==> src/verilog/power_bank_pkg.sv <==
// Constants, carriers and state layout for the power module command and status bank.
// Assumes a transaction layer that presents one decoded command per cycle on a single clock.
package power_bank_pkg;

	// Command codes
	localparam logic [7:0] CODE_OPERATION = 8'h01;
	localparam logic [7:0] CODE_ON_OFF = 8'h02;
	localparam logic [7:0] CODE_CLEAR_FAULTS = 8'h03;
	localparam logic [7:0] CODE_STORE_ALL = 8'h11;
	localparam logic [7:0] CODE_RESTORE_ALL = 8'h12;
	localparam logic [7:0] CODE_VOUT_FORMAT = 8'h20;
	localparam logic [7:0] CODE_VOUT_SETPOINT = 8'h21;
	localparam logic [7:0] CODE_STATUS_WORD = 8'h79;
	localparam logic [7:0] CODE_OUTPUT_VOLTAGE_STATUS = 8'h7a;
	localparam logic [7:0] CODE_OUTPUT_CURRENT_STATUS = 8'h7b;
	localparam logic [7:0] CODE_STATUS_INPUT = 8'h7c;
	localparam logic [7:0] CODE_STATUS_TEMP = 8'h7d;
	localparam logic [7:0] CODE_COMMUNICATION_STATUS = 8'h7e;

	// Values after reset and access masks
	localparam logic [7:0] OPERATION_RESET = 8'h88;
	localparam logic [7:0] OPERATION_WR_MASK = 8'hb0;
	localparam logic [7:0] ON_OFF_FIXED = 8'h19;
	localparam logic [7:0] ON_OFF_WR_MASK = 8'h04;
	localparam logic [7:0] VOUT_FORMAT_VALUE = 8'h14;
	localparam logic [15:0] VOUT_SETPOINT_RESET = 16'hc000;

	// Field positions
	localparam int OP_ON_BIT = 7;
	localparam int OP_MARGIN_LSB = 2;
	localparam logic [3:0] MARGIN_LOW_CODE = 4'h6;
	localparam logic [3:0] MARGIN_HIGH_CODE = 4'ha;
	localparam int ON_OFF_CPR_BIT = 2;
	localparam int ON_OFF_POL_BIT = 1;
	localparam int WORD_VOUT_BIT = 15;
	localparam int WORD_IOUT_BIT = 14;
	localparam int WORD_INPUT_BIT = 13;
	localparam int WORD_PGOOD_BIT = 11;
	localparam int WORD_OFF_BIT = 6;
	localparam int WORD_VOUT_OV_BIT = 5;
	localparam int WORD_IOUT_OC_BIT = 4;
	localparam int WORD_VIN_UV_BIT = 3;
	localparam int WORD_TEMP_BIT = 2;
	localparam int WORD_CML_BIT = 1;
	localparam int INPUT_UV_BIT = 4;
	localparam int INPUT_OFF_BIT = 3;
	localparam int IOUT_WARN_BIT = 5;
	localparam int TEMP_WARN_BIT = 6;
	localparam int FLAG_TOP_BIT = 7;
	localparam int CML_CMD_BIT = 7;
	localparam int CML_DATA_BIT = 6;
	localparam int CML_PEC_BIT = 5;

	// Supported flag positions of each detail byte
	localparam logic [7:0] VOUT_MASK = 8'h80;
	localparam logic [7:0] IOUT_MASK = 8'ha0;
	localparam logic [7:0] INPUT_MASK = 8'h98;
	localparam logic [7:0] TEMP_MASK = 8'hc0;
	localparam logic [7:0] CML_MASK = 8'he0;

	// Setpoint window in millivolts, converted to mantissa counts at 2^-12 volt
	localparam int VOUT_SCALE = 4096;
	localparam int VOUT_MIN_MV = 5000;
	localparam int VOUT_MAX_MV = 13200;
	localparam logic [15:0] VOUT_MIN_CODE = 16'((VOUT_MIN_MV * VOUT_SCALE + 999) / 1000);
	localparam logic [15:0] VOUT_MAX_CODE = 16'((VOUT_MAX_MV * VOUT_SCALE) / 1000);

	typedef struct packed {
		logic valid;
		logic write;
		logic [7:0] code;
		logic [15:0] data;
	} cmd_req_t;

	typedef struct packed {
		logic valid;
		logic [15:0] data;
	} cmd_rsp_t;

	// Levels from the analog protection circuits and the option strap
	typedef struct packed {
		logic vout_ov;
		logic iout_oc;
		logic iout_oc_warn;
		logic vin_ov;
		logic vin_uv;
		logic vin_low_off;
		logic ot_fault;
		logic ot_warn;
		logic unit_off;
		logic power_not_good;
		logic pol_positive;
	} fault_in_t;

	typedef struct packed {
		logic output_on;
		logic margin_low;
		logic margin_high;
		logic [15:0] vout_setpoint;
		logic [7:0] on_off_config;
	} control_out_t;

	typedef struct packed {
		logic [7:0] op;
		logic cpr;
		logic [15:0] vout;
		logic [7:0] nv_op;
		logic nv_cpr;
		logic [15:0] nv_vout;
		logic [7:0] st_vout;
		logic [7:0] st_iout;
		logic [7:0] st_input;
		logic [7:0] st_temp;
		logic [7:0] st_cml;
		cmd_rsp_t rsp;
	} bank_state_t;

	localparam bank_state_t BANK_RESET = '{
		op: OPERATION_RESET,
		cpr: 1'b1,
		vout: VOUT_SETPOINT_RESET,
		nv_op: OPERATION_RESET,
		nv_cpr: 1'b1,
		nv_vout: VOUT_SETPOINT_RESET,
		st_vout: 8'h00,
		st_iout: 8'h00,
		st_input: 8'h00,
		st_temp: 8'h00,
		st_cml: 8'h00,
		rsp: '{valid: 1'b0, data: 16'h0000}
	};

endpackage

==> src/verilog/level_sync.sv <==
// Two-stage synchroniser for a bank of asynchronous levels.
// Assumes the levels change slowly against the clock; no event is carried, only a level.
`timescale 1ns/1ps
module level_sync #(
	parameter int WIDTH = 11
) (
	input wire clock,
	input wire nrst,
	input wire [WIDTH-1:0] async_in,
	output logic [WIDTH-1:0] synced
);

	typedef struct packed {
		logic [WIDTH-1:0] meta;
		logic [WIDTH-1:0] stable;
	} sync_state_t;

	sync_state_t s;
	sync_state_t next_s;

	// Refuse an empty bank
	if (WIDTH < 1) begin : g_bad_width
		$error("level_sync needs WIDTH of at least one");
	end

	// First stage feeds only the second stage
	always_comb begin
		next_s.meta = async_in;
		next_s.stable = s.meta;
	end

	always_ff @(posedge clock) begin
		if (!nrst) begin
			s <= '0;
		end else begin
			s <= next_s;
		end
	end

	assign synced = s.stable;

endmodule

==> src/verilog/power_status_command_bank.sv <==
// Command and status bank of a power module behind its management bus slave.
// Assumes the transaction layer hands over one decoded command per cycle and reports
// packet check failures as a one-cycle pulse; fault levels arrive asynchronously.
// Operation
// - Word high byte: vout, iout, input, power-not-good
// - Word low byte: off, OV, OC, UV, temp, comm
// - Unsupported status bits read zero; all default zero
// - Output voltage status: only bit 7 overvoltage
// - Current status: fault bit 7, warning bit 5
// - Input status: OV bit 7, UV 4, off 3
// - Temperature status: fault bit 7, warning 6
// - Comm status: bad command, bad data, checksum
// - Operation: immediate on/off, margins acting on faults
// - Operation writable bits 7,5,4; others fixed
// - Margin field 0110 low, 1010 high
// - On/off config bit 1 shows strap polarity
// - On/off config: only bit 2 writable
// - Clear faults fully implemented
// - Store-all copies parameters to non-volatile image
// - Restore-all reloads parameters from non-volatile image
// - Output format reads fixed 0x14, exponent -12
// - Setpoint is 16-bit mantissa, default 0xC000
// - Setpoint unsupported while hardware trim selected
`timescale 1ns/1ps
module power_status_command_bank
	import power_bank_pkg::*;
(
	input wire clock,
	input wire nrst,
	input cmd_req_t cmd,
	input wire pec_error,
	input wire trim_select_active,
	input fault_in_t fault_pins,
	output cmd_rsp_t rsp,
	output control_out_t ctrl
);

	bank_state_t s;
	bank_state_t next_s;
	fault_in_t faults;

	// Fault levels and the strap come from outside the clock domain
	level_sync #(
		.WIDTH($bits(fault_in_t))
	) u_fault_sync (
		.clock(clock),
		.nrst(nrst),
		.async_in(fault_pins),
		.synced(faults)
	);

	// Refuse constant sets that the decode below cannot serve; a wrong carrier width
	// would shift every level onto the wrong flag
	if ($bits(fault_in_t) != 11) begin : g_bad_fault_bank
		$error("fault carrier must hold eleven levels");
	end
	if (VOUT_MIN_CODE >= VOUT_MAX_CODE) begin : g_bad_window
		$error("setpoint window is empty");
	end
	// A reset image holding a margin code would move the output before any host command
	if (OPERATION_RESET[OP_MARGIN_LSB +: 4] == MARGIN_LOW_CODE
		|| OPERATION_RESET[OP_MARGIN_LSB +: 4] == MARGIN_HIGH_CODE) begin : g_bad_op_reset
		$error("operation reset image must leave margins off");
	end

	// True when a write tries to change a bit that is fixed
	function automatic logic ro_violation(input logic [7:0] wr, input logic [7:0] cur,
		input logic [7:0] wr_mask);
		ro_violation = |((wr ^ cur) & ~wr_mask);
	endfunction

	// Keep fixed bits, take writable ones
	function automatic logic [7:0] merge_bits(input logic [7:0] wr, input logic [7:0] cur,
		input logic [7:0] wr_mask);
		merge_bits = (wr & wr_mask) | (cur & ~wr_mask);
	endfunction

	// Sticky flag byte: a new event wins over a clear in the same cycle
	function automatic logic [7:0] sticky(input logic [7:0] cur, input logic [7:0] set,
		input logic clr, input logic [7:0] mask);
		logic [7:0] held;
		held = clr ? 8'h00 : cur;
		sticky = (held | set) & mask;
	endfunction

	// Full on/off configuration byte from fixed bits, the writable bit and the strap
	function automatic logic [7:0] on_off_value(input logic cpr, input logic pol);
		logic [7:0] v;
		v = ON_OFF_FIXED;
		v[ON_OFF_CPR_BIT] = cpr;
		v[ON_OFF_POL_BIT] = pol;
		on_off_value = v;
	endfunction

	// Read-side views of the state
	logic [15:0] status_word;
	logic [3:0] margin_field;
	logic [7:0] cur_on_off;

	// Summary word built from the latched detail bytes and live module state
	always_comb begin
		status_word = 16'h0000;
		status_word[WORD_VOUT_BIT] = |(s.st_vout & VOUT_MASK);
		status_word[WORD_IOUT_BIT] = |(s.st_iout & IOUT_MASK);
		status_word[WORD_INPUT_BIT] = |(s.st_input & INPUT_MASK);
		status_word[WORD_PGOOD_BIT] = faults.power_not_good;
		status_word[WORD_OFF_BIT] = ~s.op[OP_ON_BIT] | faults.unit_off;
		status_word[WORD_VOUT_OV_BIT] = s.st_vout[FLAG_TOP_BIT];
		status_word[WORD_IOUT_OC_BIT] = s.st_iout[FLAG_TOP_BIT];
		status_word[WORD_VIN_UV_BIT] = s.st_input[INPUT_UV_BIT];
		status_word[WORD_TEMP_BIT] = |(s.st_temp & TEMP_MASK);
		status_word[WORD_CML_BIT] = |(s.st_cml & CML_MASK);
	end

	assign cur_on_off = on_off_value(s.cpr, faults.pol_positive);
	assign margin_field = s.op[OP_MARGIN_LSB +: 4];

	// Flag events and decode strobes of this cycle
	logic [7:0] set_vout;
	logic [7:0] set_iout;
	logic [7:0] set_input;
	logic [7:0] set_temp;
	logic [7:0] set_cml;
	logic cml_bad_cmd;
	logic cml_bad_data;
	logic clear_all;
	logic is_write;

	// Command decode, register updates, answers and flag bookkeeping
	always_comb begin
		next_s = s;
		next_s.rsp.valid = 1'b0;
		next_s.rsp.data = 16'h0000;
		cml_bad_cmd = 1'b0;
		cml_bad_data = 1'b0;
		clear_all = 1'b0;
		is_write = cmd.write;

		// Fault levels that have been seen set their flags
		set_vout = 8'h00;
		set_vout[FLAG_TOP_BIT] = faults.vout_ov;
		set_iout = 8'h00;
		set_iout[FLAG_TOP_BIT] = faults.iout_oc;
		set_iout[IOUT_WARN_BIT] = faults.iout_oc_warn;
		set_input = 8'h00;
		set_input[FLAG_TOP_BIT] = faults.vin_ov;
		set_input[INPUT_UV_BIT] = faults.vin_uv;
		set_input[INPUT_OFF_BIT] = faults.vin_low_off;
		set_temp = 8'h00;
		set_temp[FLAG_TOP_BIT] = faults.ot_fault;
		set_temp[TEMP_WARN_BIT] = faults.ot_warn;

		if (cmd.valid) begin
			next_s.rsp.valid = 1'b1;
			case (cmd.code)
				CODE_OPERATION: begin
					if (is_write) begin
						// Sequenced soft-off and ignore-fault margins stay locked out
						cml_bad_data = ro_violation(cmd.data[7:0], s.op, OPERATION_WR_MASK);
						next_s.op = merge_bits(cmd.data[7:0], s.op, OPERATION_WR_MASK);
					end else begin
						next_s.rsp.data = {8'h00, s.op};
					end
				end
				CODE_ON_OFF: begin
					if (is_write) begin
						cml_bad_data = ro_violation(cmd.data[7:0], cur_on_off, ON_OFF_WR_MASK);
						next_s.cpr = cmd.data[ON_OFF_CPR_BIT];
					end else begin
						next_s.rsp.data = {8'h00, cur_on_off};
					end
				end
				// Send-only commands: reading one of them is an unsupported command
				CODE_CLEAR_FAULTS: begin
					if (is_write) begin
						clear_all = 1'b1;
					end else begin
						cml_bad_cmd = 1'b1;
					end
				end
				CODE_STORE_ALL: begin
					if (is_write) begin
						next_s.nv_op = s.op;
						next_s.nv_cpr = s.cpr;
						next_s.nv_vout = s.vout;
					end else begin
						cml_bad_cmd = 1'b1;
					end
				end
				CODE_RESTORE_ALL: begin
					if (is_write) begin
						next_s.op = s.nv_op;
						next_s.cpr = s.nv_cpr;
						next_s.vout = s.nv_vout;
					end else begin
						cml_bad_cmd = 1'b1;
					end
				end
				CODE_VOUT_FORMAT: begin
					if (is_write) begin
						cml_bad_data = 1'b1;
					end else begin
						next_s.rsp.data = {8'h00, VOUT_FORMAT_VALUE};
					end
				end
				CODE_VOUT_SETPOINT: begin
					// The analog trim pin owns the setpoint when selected
					if (trim_select_active) begin
						cml_bad_cmd = 1'b1;
					end else if (!is_write) begin
						next_s.rsp.data = s.vout;
					end else if (cmd.data < VOUT_MIN_CODE || cmd.data > VOUT_MAX_CODE) begin
						// Out-of-window value: the running setpoint keeps driving the stage
						cml_bad_data = 1'b1;
					end else begin
						next_s.vout = cmd.data;
					end
				end
				// Status registers are read-only; a write to one is an unsupported command
				CODE_STATUS_WORD: begin
					if (is_write) begin
						cml_bad_cmd = 1'b1;
					end else begin
						next_s.rsp.data = status_word;
					end
				end
				CODE_OUTPUT_VOLTAGE_STATUS: begin
					if (is_write) begin
						cml_bad_cmd = 1'b1;
					end else begin
						next_s.rsp.data = {8'h00, s.st_vout & VOUT_MASK};
					end
				end
				CODE_OUTPUT_CURRENT_STATUS: begin
					if (is_write) begin
						cml_bad_cmd = 1'b1;
					end else begin
						next_s.rsp.data = {8'h00, s.st_iout & IOUT_MASK};
					end
				end
				CODE_STATUS_INPUT: begin
					if (is_write) begin
						cml_bad_cmd = 1'b1;
					end else begin
						next_s.rsp.data = {8'h00, s.st_input & INPUT_MASK};
					end
				end
				CODE_STATUS_TEMP: begin
					if (is_write) begin
						cml_bad_cmd = 1'b1;
					end else begin
						next_s.rsp.data = {8'h00, s.st_temp & TEMP_MASK};
					end
				end
				CODE_COMMUNICATION_STATUS: begin
					if (is_write) begin
						cml_bad_cmd = 1'b1;
					end else begin
						next_s.rsp.data = {8'h00, s.st_cml & CML_MASK};
					end
				end
				// Codes outside this bank, later limit and measurement commands included
				default: begin
					cml_bad_cmd = 1'b1;
				end
			endcase
		end

		// Communication events of this cycle
		set_cml = 8'h00;
		set_cml[CML_CMD_BIT] = cml_bad_cmd;
		set_cml[CML_DATA_BIT] = cml_bad_data;
		set_cml[CML_PEC_BIT] = pec_error;

		// Flags hold until a clear; a fault still present sets again at once
		next_s.st_vout = sticky(s.st_vout, set_vout, clear_all, VOUT_MASK);
		next_s.st_iout = sticky(s.st_iout, set_iout, clear_all, IOUT_MASK);
		next_s.st_input = sticky(s.st_input, set_input, clear_all, INPUT_MASK);
		next_s.st_temp = sticky(s.st_temp, set_temp, clear_all, TEMP_MASK);
		next_s.st_cml = sticky(s.st_cml, set_cml, clear_all, CML_MASK);
	end

	// Single state register; reset loads the factory image
	always_ff @(posedge clock) begin
		if (!nrst) begin
			s <= BANK_RESET;
		end else begin
			s <= next_s;
		end
	end

	// Answer leaves straight from the state register
	assign rsp = s.rsp;

	// Drive to the power stage; a margin code other than the two accepted ones means nominal
	always_comb begin
		ctrl.output_on = s.op[OP_ON_BIT];
		ctrl.margin_low = (margin_field == MARGIN_LOW_CODE);
		ctrl.margin_high = (margin_field == MARGIN_HIGH_CODE);
		ctrl.vout_setpoint = s.vout;
		ctrl.on_off_config = cur_on_off;
	end

endmodule

==> config.mk <==
export PLATFORM = sky130hd
export DESIGN_NAME = power_status_command_bank
export DESIGN_NICKNAME = d
export VERILOG_FILES = /design/src/verilog/power_bank_pkg.sv /design/src/verilog/level_sync.sv /design/src/verilog/power_status_command_bank.sv
export SDC_FILE = /design/constraint.sdc
export NUM_CORES = 1
export LEC_CHECK = 0
export ABC_AREA = 1
export BUFFER_PORTS_ARGS = -buffer_cell sky130_fd_sc_hd__clkbuf_2
export CAP_MARGIN = 20
export CORE_MARGIN = 8
export CORE_UTILIZATION = 48
export CTS_CLUSTER_DIAMETER = 150
export CTS_CLUSTER_SIZE = 25
export DETAILED_ROUTE_END_ITERATION = 6
export PLACE_DENSITY = 0.78
export SYNTH_ARGS = -nofsm -noshare
export SYNTH_HDL_FRONTEND = slang
export SYNTH_HIERARCHICAL = 1
export SYNTH_SLANG_ARGS = --single-unit
==> constraint.sdc <==
create_clock -name clock -period 2.5 [get_ports clock]
set_input_delay 0.125 -clock clock [delete_from_list [all_inputs] [get_ports clock]]
set_output_delay 0.125 -clock clock [all_outputs]
set_load 0.005 [all_outputs]
## After elaboration in Yosys (flattened, before gate mapping)

Cells that the tools add are included.

- Order comparisons: 2
- Equal/unequal tests: 21
- Muxes and demuxes: 41
- Bitwise gates (word level): 10
- Reductions and logical operators: 18

Operators with widths:

| operator | number |
|---|---|
| 16-bit case mux with 10 select lines | 1 |
| 16-bit 2-to-1 mux | 6 |
| 8-bit 2-to-1 mux | 12 |
| 8-bit by 7-bit == test with 1-bit output, second input constant | 6 |
| 8-bit OR | 5 |
| 16-bit case mux with 2 select lines | 1 |
| 25-bit 2-to-1 mux | 1 |
| 17-bit 2-to-1 mux | 1 |
| 8-bit by 2-bit == test with 1-bit output, second input constant | 2 |
| 8-bit by 5-bit == test with 1-bit output, second input constant | 2 |
| 8-bit by 6-bit == test with 1-bit output, second input constant | 2 |
| 16-bit greater-than comparator, second input constant | 1 |
| 16-bit by 15-bit < comparator with 1-bit output, second input constant | 1 |
| 8-bit case mux with 2 select lines | 1 |
| 1-bit 2-to-1 mux | 13 |
| 2-bit inequality test, second input constant | 6 |
| 3-bit OR reduction | 4 |
| 5-bit 2-to-1 mux | 2 |
| 8-bit by 1-bit == test with 1-bit output, second input constant | 1 |
| 8-bit by 7-bit OR with 8-bit output | 1 |
| 1-bit case mux with 4 select lines | 2 |
| 4-bit AND reduction | 2 |
| 8-bit by 5-bit XOR with 8-bit output | 1 |
| 7-bit OR reduction | 1 |
| other kinds (14) | 17 |

- Register bits: 129

## Depth between registers and ports, before layout

Gate-level depths: netlist of run 1.

- Depth in word-level cells: 8
- Mapped depth: 12
- Mapped depth without buffers: 11

## Modules after synthesis

The synthesis of run 1 kept the hierarchy.

By module, submodules not included:

| module | times used | cells each | area an instance (sq um) |
|---|---|---|---|
| power_status_command_bank | 1 | 627 | 4177.8 |
| level_sync | 1 | 68 | 628.1 |

## Least setup slack after synthesis of run 1

Ideal clock, no wire load.

- Kind: input -> register
- From: input port cmd[18] (netlist bit)
- To: register s (netlist bit ctrl[22])
- Arrival time: 1.137 ns
- Required time: 2.377 ns
- Setup slack: 1.240 ns
- Cell stages on the path: 11
- Buffers on the path: 1
- Cell sequence: inv_1 > nand2_2 > nor2_1 > nand2_2 > inv_2 > nor2_4 > nor2_8 > buf_6 > nand2_1 > nand2_1 > nand3_1

- Longest elaborated chain between the ends: 3
- Elaborated cells on any way between the ends: 9

RTL lines:

| item | RTL line | source |
|---|---|---|
| start, declared | power_status_command_bank.sv:30 | `input cmd_req_t cmd,` |
| 8-bit by 6-bit == test with 1-bit output or 8-bit by 5-bit == test with 1-bit output (tied branches) | power_status_command_bank.sv:155 | `case (cmd.code)` |
| 2-bit inequality test (no line) or 2-bit nonzero test (tied branches) | -- |  |
| 6-bit AND reduction (no line) | -- |  |
| end signal, assigned | power_status_command_bank.sv:288 | `s <= next_s;` |
| end, declared | power_status_command_bank.sv:38 | `bank_state_t s;` |

Parallel ways exist; a longest one is shown, timed or not.
A chain may end at the register's enable or synchronous reset.

## Worst setup path after layout of run 1

- From: input port cmd[23] (netlist bit)
- To: register s (netlist bit ctrl[23])

The elaborated chain is that of the path after synthesis.

==> metrics.csv, run 1 <==
stage,metric,value,unit
run_status,status,completed,
pwr,Net Sw Frac,26.0,%
clock_tree,CTS-repair resized insts,0,
yosys,Synth Register Bits,100,
placed_design,dpl hpwl,9180,um
clock_tree,clock slew at the register clock pins of the worst setup and hold paths,0.11,ns
global_routing,total track usage,18.5,%
sta,"Period Utilization, post-route",61.3,%
clock_tree,CTS root buf,clkbuf_8,
floorplan,row cnt,36,
yosys,ys flop type,dfxtp_1,
pwr,P_int,2.07,mW
clock_tree,CTS tree,built,
placed_design,GP Congestion,0.932,
global_routing,pin count of the biggest net entering global routing,51,
yosys,Post-Syn Area,4810,um2
floorplan,Die Area,13500,um2
worst_setup_path,CP max-delay cell,nor2_8,
pwr,combinational power share,6.9,%
placed_design,post-place instance area,4910,um2
cells_and_area,Register Area,2000,um2
sta,worst setup margin,0.968,ns
cells_and_area,layout cells sized above 1,15.4,%
yosys,ys async rst share,0,%
global_routing,GRT Residual Overflow,0,
placed_design,Post-Place Cells,847,
pwr,Worst VDD drop,0.248,mV
yosys,Synth Warn #,6,
yosys,Yosys cell types,32,
worst_setup_path,Worst Setup End Kind,flip-flop,
worst_setup_path,Critical Path Fanout Max,31,
floorplan,Starting Density,49.4,%
sta,smallest hold slack,0.0252,ns
clock_tree,CTS H-Tree Depth,3,
worst_setup_path,CP Data Required Time,2.75,ns
yosys,Synth Area per Inst,6.91,um2
worst_setup_path,cell mode on critical path,nand2_1,
yosys,area share of the largest cell type after synthesis,41.7,%
cells_and_area,fin area,5220,um2
routing,drt drc,0,
min_path,HP Class,input pin to flip-flop,
routing,Vias/cell,4.97,
pwr,sequential share of power,58.4,%
worst_setup_path,Startpoint Class,input pin,
clock_tree,clock buffer depth,2,
worst_setup_path,CP Class,input pin to flip-flop,
cells_and_area,Antenna diodes,0,
cells_and_area,count of filler cells inserted in the layout,968,
sta,setup TNS,0,ns
placed_design,PortBufs,78,
routing,1st-iter DRT viols,379,
pwr,leakage power,2.61,nW
pwr,Clock power frac,34.7,%
yosys,Synth area leader,dfxtp_1,
routing,Final ANT Viol Nets,0,
yosys,commonest cells in the netlist,"nand2_1, dfxtp_1, nor2_1",
routing,Pre-antenna DRT Iters,5,
yosys,Post-synth EDFFs,0,
sta,unrepaired setup endpoints after global routing,no,
sta,Worst Skew,0.0101,ns
floorplan,core area,9730,um2
cells_and_area,Util after Layout,53.6,%
sta,final hold vios,0,
job,Max Cap Viol,0,
sta,crit path time final,1.53,ns
worst_setup_path,Critical Path AT,1.78,ns
cells_and_area,area growth from synthesis to layout,8.54,%
sta,fmax,0.653,GHz
floorplan,Chip Height,116,um
global_routing,number of global-route vias before repair,3993,
worst_setup_path,worst path bufs/invs,3,
global_routing,global-route wire length before repair,19500,um
cells_and_area,area of the multi-input gates,2030,um2
placed_design,dpl ws,0.606,ns
worst_setup_path,crit-path cells,clkbuf_2 -> inv_1 -> nand2_2 -> nor3_4 -> nand2_4 -> clkinv_2 -> nor2_4 -> nor2_8 -> nand2_1 -> nand2_1 -> nand3_1,
yosys,top-count cell post-synth,nand2_1,
worst_setup_path,Crit path max-delay family,simple AND/OR/NAND/NOR gates,
sta,slew margin rel.,54.2,%
worst_setup_path,max incr delay on CP,0.32,ns
yosys,cells after synthesis,695,
yosys,top post-synthesis cells by area,"dfxtp_1, nand2_1, nor2_1",
routing,final wirelength,12300,um
pwr,Pwr Density,537,nW/um2
routing,vias post-DR,4346,
clock_tree,clk sinks,100,
floorplan,number of I/O pins,85,
floorplan,Die X,116,um
sta,Slew @ Worst Pin,0.686,ns
sta,fin. max-slew vios,0,
cells_and_area,fin cells,874,
clock_tree,Skew-Pair Late Insertion Delay,0.37,ns
sta,final setup vio count,0,
clock_tree,CTS Buf Count,9,
yosys,"Seq/Total Area, Yosys",41.7,%
pwr,switching power,728,uW
global_routing,initial antenna violation count,0,
pwr,total power draw,2.80,mW
cells_and_area,Final nets,778,
routing,wire per inst,14.0,um
[state kept, by name (all words and copies together), names as in the netlist]
signal and count:
margin_field 4, u_fault_sync/next_s 11, ctrl 18, rsp 17
s 39, u_fault_sync/synced 11
[cells by family (layout without fill, tap and decap cells)]
| family | Yosys count | in the layout | share of synthesized area [%] |
|---|---|---|---|
| other | 2 | 6 | 0.156 |
| and+or+nand+nor | 346 | 346 | 30.5 |
| xor gates and xnor gates | 4 | 4 | 0.729 |
| DFF | 100 | 100 | 41.7 |
| buffers and inverters | 145 | 187 | 16.4 |
| AOI/OAI and AO/OA | 98 | 98 | 10.6 |
[worst min-delay path, delay by kind of cell]
kind                   cells  cell delay [ns]
AND/OR/NAND/NOR            1             0.05
buffers and inverters      2             0.16
[power groups by stage]
stage	logic [mW]	registers, mW	clock network (mW)
2_1_floorplan	0.117	1.67	0
3_3_place_gp	0.172	1.67	0
3_5_place_dp	0.176	1.67	0
4_1_cts	0.191	1.63	0.993
5_1_grt	0.217	1.64	1.06
6_report	0.194	1.63	0.972
[final timing paths]
kind                                        endpoint  cells past startpoint  slack (ns)                          startpoint
setup / recovery               ctrl[23]$_SDFFE_PN1P_                     11        0.97                             cmd[23]
setup reg to reg                   rsp[1]$_SDFF_PN0_                      5        1.24                    s[22]$_SDFF_PN0_
hold reg to reg   u_fault_sync/synced[10]$_SDFF_PN0_                      2        0.43  u_fault_sync/next_s[10]$_SDFF_PN0_
hold / removal                    rsp[16]$_SDFF_PN0_                      3        0.03                             cmd[25]
[layout make-up]
| class | count | area share (%) |
|---|---|---|
| clock buffer | 9 | 2.37 |
| clock inverter | 6 | 1.20 |
| inverter | 79 | 5.71 |
| multi-input combinational | 454 | 38.9 |
| sequential | 100 | 38.4 |
| tap | 133 | 3.19 |
| timing repair buffer | 93 | 10.2 |
[per-layer routing]
layer	track usage, %	share of wire, %	wire length (um)
met1	24.2	43	5330
met2	28.2	45	5570
met3	5.16	9.2	1130
met4	7.00	2.1	253
met5	0	0	0
[cells in the final DEF (no fill, tap or decap), types with 3 or more instances in the layout]
master | netlist | routed
clkinv_4 | 0 | 4
nor3_1 | 7 | 7
clkbuf_2 | 0 | 78
dlygate4sd3_1 | 0 | 12
o211ai_1 | 4 | 4
inv_2 | 3 | 3
inv_1 | 73 | 73
nand4_1 | 4 | 4
conb_1 | 2 | 6
buf_4 | 42 | 3
o21ai_0 | 45 | 45
nand2_1 | 172 | 172
dfxtp_1 | 100 | 100
nor2_1 | 100 | 100
xnor2_1 | 4 | 4
clkbuf_8 | 0 | 9
a21oi_1 | 44 | 44
nand2_2 | 5 | 5
nand3_1 | 48 | 48
[repair_timing]
action / in CTS / in global routing
hold endpoints to repair: 12 / 0
hold buffers: 12 / 0
buffers inserted: 0 / 0
Note: power is estimated with default switching activity, not from simulation.
==> run 2: changes to the inputs <==
--- a/config.mk
+++ b/config.mk
@@ -13,7 +13,7 @@
 export CTS_CLUSTER_DIAMETER = 150
 export CTS_CLUSTER_SIZE = 25
 export DETAILED_ROUTE_END_ITERATION = 6
-export PLACE_DENSITY = 0.78
+export PLACE_DENSITY = 0.81
 export SYNTH_ARGS = -nofsm -noshare
 export SYNTH_HDL_FRONTEND = slang
 export SYNTH_HIERARCHICAL = 1
==> constraint.sdc (replaced) <==
create_clock -name clock -period 1.4 [get_ports clock]
set_input_delay 0.07 -clock clock [delete_from_list [all_inputs] [get_ports clock]]
set_output_delay 0.07 -clock clock [all_outputs]
set_load 0.005 [all_outputs]
==> metrics.csv, run 2 (synthesized netlist as in run 1, its figures left out) <==
stage,metric,value,unit,change
run_status,status,completed,,
routing,vias post-DR,4461,,+2.6%
cells_and_area,"leading cell types in the layout, fill and taps excluded","nand2_1, nor2_1, dfxtp_1",,
global_routing,global-route wire length before repair,20100,um,+2.8%
sta,crit path time final,1.31,ns,
clock_tree,postcts setup bufs,0,,unchanged
pwr,P_int,3.80,mW,+83%
floorplan,Die Area,13500,um2,unchanged
routing,1st-iter DRT viols,435,,+15%
placed_design,Post-Place Cells,891,,+5.2%
pwr,Pwr Density,906,nW/um2,+69%
worst_setup_path,Worst R2R Start,s[105]$_SDFFE_PN0P_,,
routing,Final ANT Viol Nets,0,,unchanged
placed_design,post-place instance area,5300,um2,+8.0%
placed_design,GP Congestion,0.962,,+3.2%
pwr,switching power,1.31,mW,+80%
cells_and_area,layout cells sized above 1,20.6,%,+5.2 points
placed_design,dpl hpwl,9600,um,+4.6%
cells_and_area,Final nets,823,,+5.8%
global_routing,number of global-route vias before repair,4146,,+3.8%
worst_setup_path,Startpoint Class,flip-flop,,
min_path,hold endpoint,rsp[15]$_SDFF_PN0_,,
cells_and_area,"commonest non-fill, non-tap cell in the layout",nand2_1,,
pwr,Worst VDD drop,0.397,mV,+60%
clock_tree,clk sinks,100,,unchanged
worst_setup_path,reg2reg end,s[23]$_SDFF_PN0_,,
sta,final hold vios,0,,unchanged
min_path,HP Class,input pin to flip-flop,,
worst_setup_path,CP max-delay cell,dfxtp_1,,
routing,wire per inst,13.5,um,-3.6%
worst_setup_path,Crit path max-delay family,flip-flops,,
cells_and_area,Antenna diodes,0,,unchanged
sta,fin. max-slew vios,0,,unchanged
cells_and_area,count of filler cells inserted in the layout,939,,-3.0%
worst_setup_path,Critical Path AT,1.24,ns,-0.54 ns
sta,final setup vio count,0,,unchanged
pwr,Clock power frac,35.0,%,+0.3 points
worst_setup_path,Worst Setup End Kind,output port,,
floorplan,row cnt,36,,unchanged
worst_setup_path,Critical Path Fanout Max,3,,-90%
clock_tree,CTS tree,built,,
global_routing,routing usage on met3,3.75,%,-1.4 points
cells_and_area,max reg flops,39,,unchanged
sta,Worst Skew,0.0153,ns,+0.00518 ns
worst_setup_path,crit-path cells,inv_1 -> nor3_2 -> clkbuf_2,,
floorplan,core area,9730,um2,unchanged
routing,final wirelength,12400,um,+1.4%
worst_setup_path,max incr delay on CP,0.45,ns,+0.13 ns
global_routing,GRT Residual Overflow,0,,unchanged
worst_setup_path,R2R cell count,8,,+3
sta,"Period Utilization, post-route",93.8,%,
worst_setup_path,flop-to-flop setup slack,0.13,ns,-1.11 ns
sta,smallest hold slack,0.0634,ns,+0.0382 ns
worst_setup_path,worst path bufs/invs,2,,-1
cells_and_area,fin cells,920,,+5.3%
routing,drt drc,0,,unchanged
floorplan,Starting Density,49.4,%,unchanged
clock_tree,CTS H-Tree Depth,3,,unchanged
routing,Vias/cell,4.85,,-2.5%
sta,unrepaired setup endpoints after global routing,yes,,
job,Max Cap Viol,0,,unchanged
routing,Pre-antenna DRT Iters,7,,+2
global_routing,total track usage,18.8,%,+0.32 points
global_routing,pin count of the biggest net entering global routing,37,,-27%
pwr,combinational power share,7.8,%,+0.9 points
clock_tree,clock slew at the register clock pins of the worst setup and hold paths,0.10,ns,about the same
floorplan,Chip Height,116,um,unchanged
global_routing,met1 Use GR,24.9,%,+0.66 points
floorplan,Die X,116,um,unchanged
pwr,Net Sw Frac,25.6,%,-0.36 points
min_path,startpoint of the worst hold path,trim_select_active,,
cells_and_area,fin area,5640,um2,+8.1%
cells_and_area,area growth from synthesis to layout,17.3,%,
global_routing,M2 GR Usage,29.2,%,+1.0 points
clock_tree,CTS Buf Count,9,,unchanged
floorplan,number of I/O pins,85,,unchanged
worst_setup_path,CP Class,flip-flop to output port,,
pwr,leakage power,2.86,nW,+9.5%
clock_tree,CTS root buf,clkbuf_8,,
cells_and_area,largest register by flop count,s,,
sta,fmax,0.761,GHz,
min_path,worst hold stages,4,,+1
global_routing,initial antenna violation count,0,,unchanged
clock_tree,Skew-Pair Late Insertion Delay,0.37,ns,about the same
global_routing,most used routing layer in global routing,met2,,
pwr,sequential share of power,57.2,%,-1.2 points
clock_tree,clock buffer depth,2,,unchanged
placed_design,PortBufs,78,,unchanged
worst_setup_path,CP Data Required Time,1.33,ns,-1.42 ns
run 2: changes by cell type in the layout (fill, tap and decap cells not counted), sizes merged:
cell / change
buf: +44
clkinv: -2
dlygate4sd3: +1
clkinvlp: +1
inv: +1
clkbuf: +1
run 2: worst min-delay path, stage by stage:
cell	delay, ns
clkbuf_2	0.14
nor3_4	0.07
nand2_1	0.05
a21oi_1	0.06
run 2: power by group through the flow:
stage / logic, mW / clock network [mW] / registers (mW)
2_1_floorplan: 0.209 / 0 / 2.98
6_report: 0.398 / 1.79 / 2.92
5_1_grt: 0.446 / 1.92 / 2.93
3_3_place_gp: 0.360 / 0 / 2.99
3_5_place_dp: 0.366 / 0 / 2.99
4_1_cts: 0.396 / 1.79 / 2.92
run 2: layer usage:
metal | up-vias | wire [um]
met3 | 28 | 1030
met4 | 0 | 302
met2 | 193 | 5430
met1 | 1943 | 5680
met5 | - | 0
li1 | 2297 | -
run 2: final cells by class:
| class | count | area [um2] | area share, % |
|---|---|---|---|
| clock inverter | 6 | 56.3 | 0.999 |
| inverter | 79 | 298 | 5.28 |
| sequential | 100 | 2000 | 35.5 |
| timing repair buffer | 138 | 936 | 16.6 |
| multi-input combinational | 454 | 2040 | 36.2 |
| tap | 133 | 166 | 2.95 |
| clock buffer | 10 | 138 | 2.44 |
run 2: timing repair:
item                       CTS  global route
gates resized for setup      0             3
hold endpoints to repair    13             0
hold buffers                13             0
setup endpoints to repair    0             2
run 2: metrics by stage:
stage / power [mW] / util [%] / setup TNS (ns) / setup slack, ns
final: 5.11 / 57.9 / 0 / 0.0861
after global routing: 5.29 / 57.9 / -0.0180 / -0.0180
after CTS: 5.11 / 57.8 / 0 / 0.0469
after detailed placement: 3.35 / 54.5 / -0.410 / -0.0690
after global placement: 3.35 / 54.5 / -0.316 / -0.0795
after floorplan: 3.19 / - / 0 / 0.195
run 2: worst max-delay path by stage:
stage | start | to | slack (ns) | cells after the start
floorplan | cmd[18] | ctrl[22]$_SDFFE_PN1P_ | 0.19 | 11
global placement | cmd[23] | rsp[6]$_SDFF_PN0_ | -0.08 | 11
detailed placement | cmd[23] | rsp[6]$_SDFF_PN0_ | -0.07 | 11
CTS | margin_field[1]$_SDFFE_PN1P_ | ctrl[25] | 0.05 | 4
global route | margin_field[3]$_SDFFE_PN0P_ | ctrl[24] | -0.02 | 3
finish | margin_field[3]$_SDFFE_PN0P_ | ctrl[24] | 0.09 | 3
==> run 3: changes to the inputs <==
--- a/config.mk
+++ b/config.mk
@@ -8,7 +8,7 @@
 export ABC_AREA = 1
 export BUFFER_PORTS_ARGS = -buffer_cell sky130_fd_sc_hd__clkbuf_2
 export CAP_MARGIN = 20
-export CORE_MARGIN = 8
+export CORE_MARGIN = 10
 export CORE_UTILIZATION = 48
 export CTS_CLUSTER_DIAMETER = 150
 export CTS_CLUSTER_SIZE = 25
==> metrics.csv, run 3 (synthesized netlist as in run 1, its figures left out) <==
stage,metric,value,unit,change
worst_setup_path,Critical Path AT,1.60,ns,+0.36 ns
worst_setup_path,max incr delay on CP,0.52,ns,+0.07 ns
clock_tree,clk sinks,100,,unchanged
cells_and_area,Final nets,818,,-0.61%
global_routing,global-route wire length before repair,20800,um,+3.5%
min_path,HP Class,input pin to flip-flop,,
placed_design,PortBufs,78,,unchanged
cells_and_area,"commonest non-fill, non-tap cell in the layout",nand2_1,,
job,Max Cap Viol,0,,unchanged
cells_and_area,Antenna diodes,0,,unchanged
pwr,Worst VDD drop,0.481,mV,+21%
routing,Pre-antenna DRT Iters,5,,-2
placed_design,dpl hpwl,9840,um,+2.5%
sta,final setup vio count,0,,unchanged
pwr,Pwr Density,915,nW/um2,+0.98%
global_routing,initial antenna violation count,0,,unchanged
floorplan,number of I/O pins,85,,unchanged
clock_tree,Skew-Pair Late Insertion Delay,0.37,ns,about the same
global_routing,pin count of the biggest net entering global routing,42,,+14%
sta,unrepaired setup endpoints after global routing,no,,
clock_tree,postcts setup bufs,0,,unchanged
worst_setup_path,CP Class,input pin to flip-flop,,
routing,wire per inst,14.0,um,+3.7%
worst_setup_path,worst path bufs/invs,4,,+2
pwr,Clock power frac,35.2,%,+0.2 points
clock_tree,CTS H-Tree Depth,3,,unchanged
global_routing,GRT Residual Overflow,0,,unchanged
floorplan,Die X,120,um,+3.4%
cells_and_area,layout cells sized above 1,20.6,%,about the same
worst_setup_path,Crit path max-delay family,buffers and inverters,,
clock_tree,CTS root buf,clkbuf_8,,
pwr,sequential share of power,57.0,%,-0.2 points
worst_setup_path,CP max-delay cell,dlygate4sd3_1,,
cells_and_area,max reg flops,39,,unchanged
floorplan,Die Area,14400,um2,+7.0%
pwr,leakage power,2.84,nW,-0.76%
clock_tree,clock slew at the register clock pins of the worst setup and hold paths,0.10,ns,about the same
floorplan,Starting Density,49.2,%,-0.23 points
routing,final wirelength,12800,um,+3.1%
worst_setup_path,crit-path cells,dlygate4sd3_1 -> clkbuf_2 -> nand2_1 -> inv_2 -> nand2_2 -> nor2_8 -> buf_4 -> nand3_1 -> nand2_1 -> nor2_1,,
cells_and_area,Util after Layout,57.2,%,-0.69 points
pwr,combinational power share,7.8,%,about the same
global_routing,total track usage,17.5,%,-1.3 points
pwr,P_int,3.76,mW,-0.97%
pwr,Net Sw Frac,26.5,%,+0.90 points
worst_setup_path,Startpoint Class,input pin,,
worst_setup_path,CP Data Required Time,1.68,ns,+0.35 ns
run_status,status,completed,,
sta,Worst Skew,0.00761,ns,-0.00768 ns
floorplan,core area,9770,um2,+0.46%
clock_tree,CTS Buf Count,9,,unchanged
cells_and_area,"leading cell types in the layout, fill and taps excluded","nand2_1, nor2_1, dfxtp_1",,
sta,"Period Utilization, post-route",94.4,%,+0.53 points
placed_design,GP Congestion,0.991,,+3.1%
routing,vias post-DR,4431,,-0.67%
cells_and_area,largest register by flop count,s,,
clock_tree,clock buffer depth,2,,unchanged
global_routing,number of global-route vias before repair,4202,,+1.4%
sta,fmax,0.757,GHz,-0.56%
worst_setup_path,cell mode on critical path,nand2_1,,
pwr,switching power,1.36,mW,+3.8%
pwr,total power draw,5.12,mW,+0.24%
floorplan,Chip Height,120,um,+3.4%
sta,fin. max-slew vios,0,,unchanged
clock_tree,CTS tree,built,,
routing,1st-iter DRT viols,549,,+26%
worst_setup_path,Critical Path Fanout Max,10,,+7
cells_and_area,fin area,5600,um2,-0.73%
placed_design,post-place instance area,5250,um2,-0.94%
routing,Vias/cell,4.84,,-0.13%
sta,crit path time final,1.32,ns,+0.00742 ns
routing,Final ANT Viol Nets,0,,unchanged
floorplan,row cnt,36,,unchanged
sta,setup TNS,0,ns,unchanged
cells_and_area,area growth from synthesis to layout,16.4,%,
worst_setup_path,Worst Setup End Kind,flip-flop,,
routing,drt drc,0,,unchanged
sta,final hold vios,0,,unchanged
## run 3: cell types whose count changed in the layout (fill, tap and decap cells not counted), sizes merged
cell and delta:
buf -5, inv +2, clkbuf -1, clkinvlp -1
## run 3: worst register-to-register path: stages, from the launching register on
cell and delay [ns]:
dfxtp_1 0.44, or2_2 0.15, nand4_1 0.15, nand2_1 0.10, nand2_1 0.05, nor2_1 0.08
nand2_1 0.08, nand2_1 0.07, nand2_1 0.05
## run 3: repair_timing
item,4_1_cts,5_1_grt
endpoints found under the setup margin,1,20
hold buffers,13,0
gates resized for setup,1,6
endpoints found under the hold margin,13,0
## run 3: power by group through the flow
stage                     logic [mW]  clock network (mW)  registers [mW]
after floorplan                0.209                   0            2.98
after global placement         0.358                   0            2.99
after detailed placement       0.364                   0            2.99
after CTS                      0.395                1.82            2.92
after global routing           0.449                1.93            2.93
final                          0.400                1.80            2.92
## run 3: area by class of cell
cell class                      instances  area [um2]
Clock buffer                            9         124
Clock inverter                          7        72.6
Fill cell                             937        4180
Inverter                               79         298
Multi-Input combinational cell        454        2050
Sequential cell                       100        2000
Tap cell                              133         166
Timing Repair Buffer                  133         886
## run 3: stage by stage
step / instances / hold WS, ns / setup WS, ns
final: 915 / 0.0589 / 0.0787
after global routing: 915 / 0.0652 / 0.0128
after CTS: 915 / 0.0546 / 0.00861
after detailed placement: 886 / 0.255 / -0.109
after global placement: 886 / 0.250 / -0.0879
after floorplan: 699 / 0.163 / 0.195
## run 3: worst paths after layout
| kind | startpoint | slack (ns) | cells after the start | endpoint |
|---|---|---|---|---|
| worst max-delay path | cmd[25] | 0.08 | 10 | ctrl[11]$_SDFFE_PN0P_ |
| worst min-delay path | nrst | 0.06 | 3 | rsp[16]$_SDFF_PN0_ |
| worst max register to register | u_fault_sync/synced[0]$_SDFF_PN0_ | 0.14 | 8 | s[23]$_SDFF_PN0_ |
| worst min register to register | u_fault_sync/next_s[8]$_SDFF_PN0_ | 0.42 | 2 | u_fault_sync/synced[8]$_SDFF_PN0_ |
## run 3: layer usage
layer,up-vias,global-route usage [%],part of all wire (%)
li1,2286,-,-
met1,1963,22.7,45
met2,163,27.8,45
met3,19,4.50,7.8
met4,0,5.88,2.0
met5,-,0,0
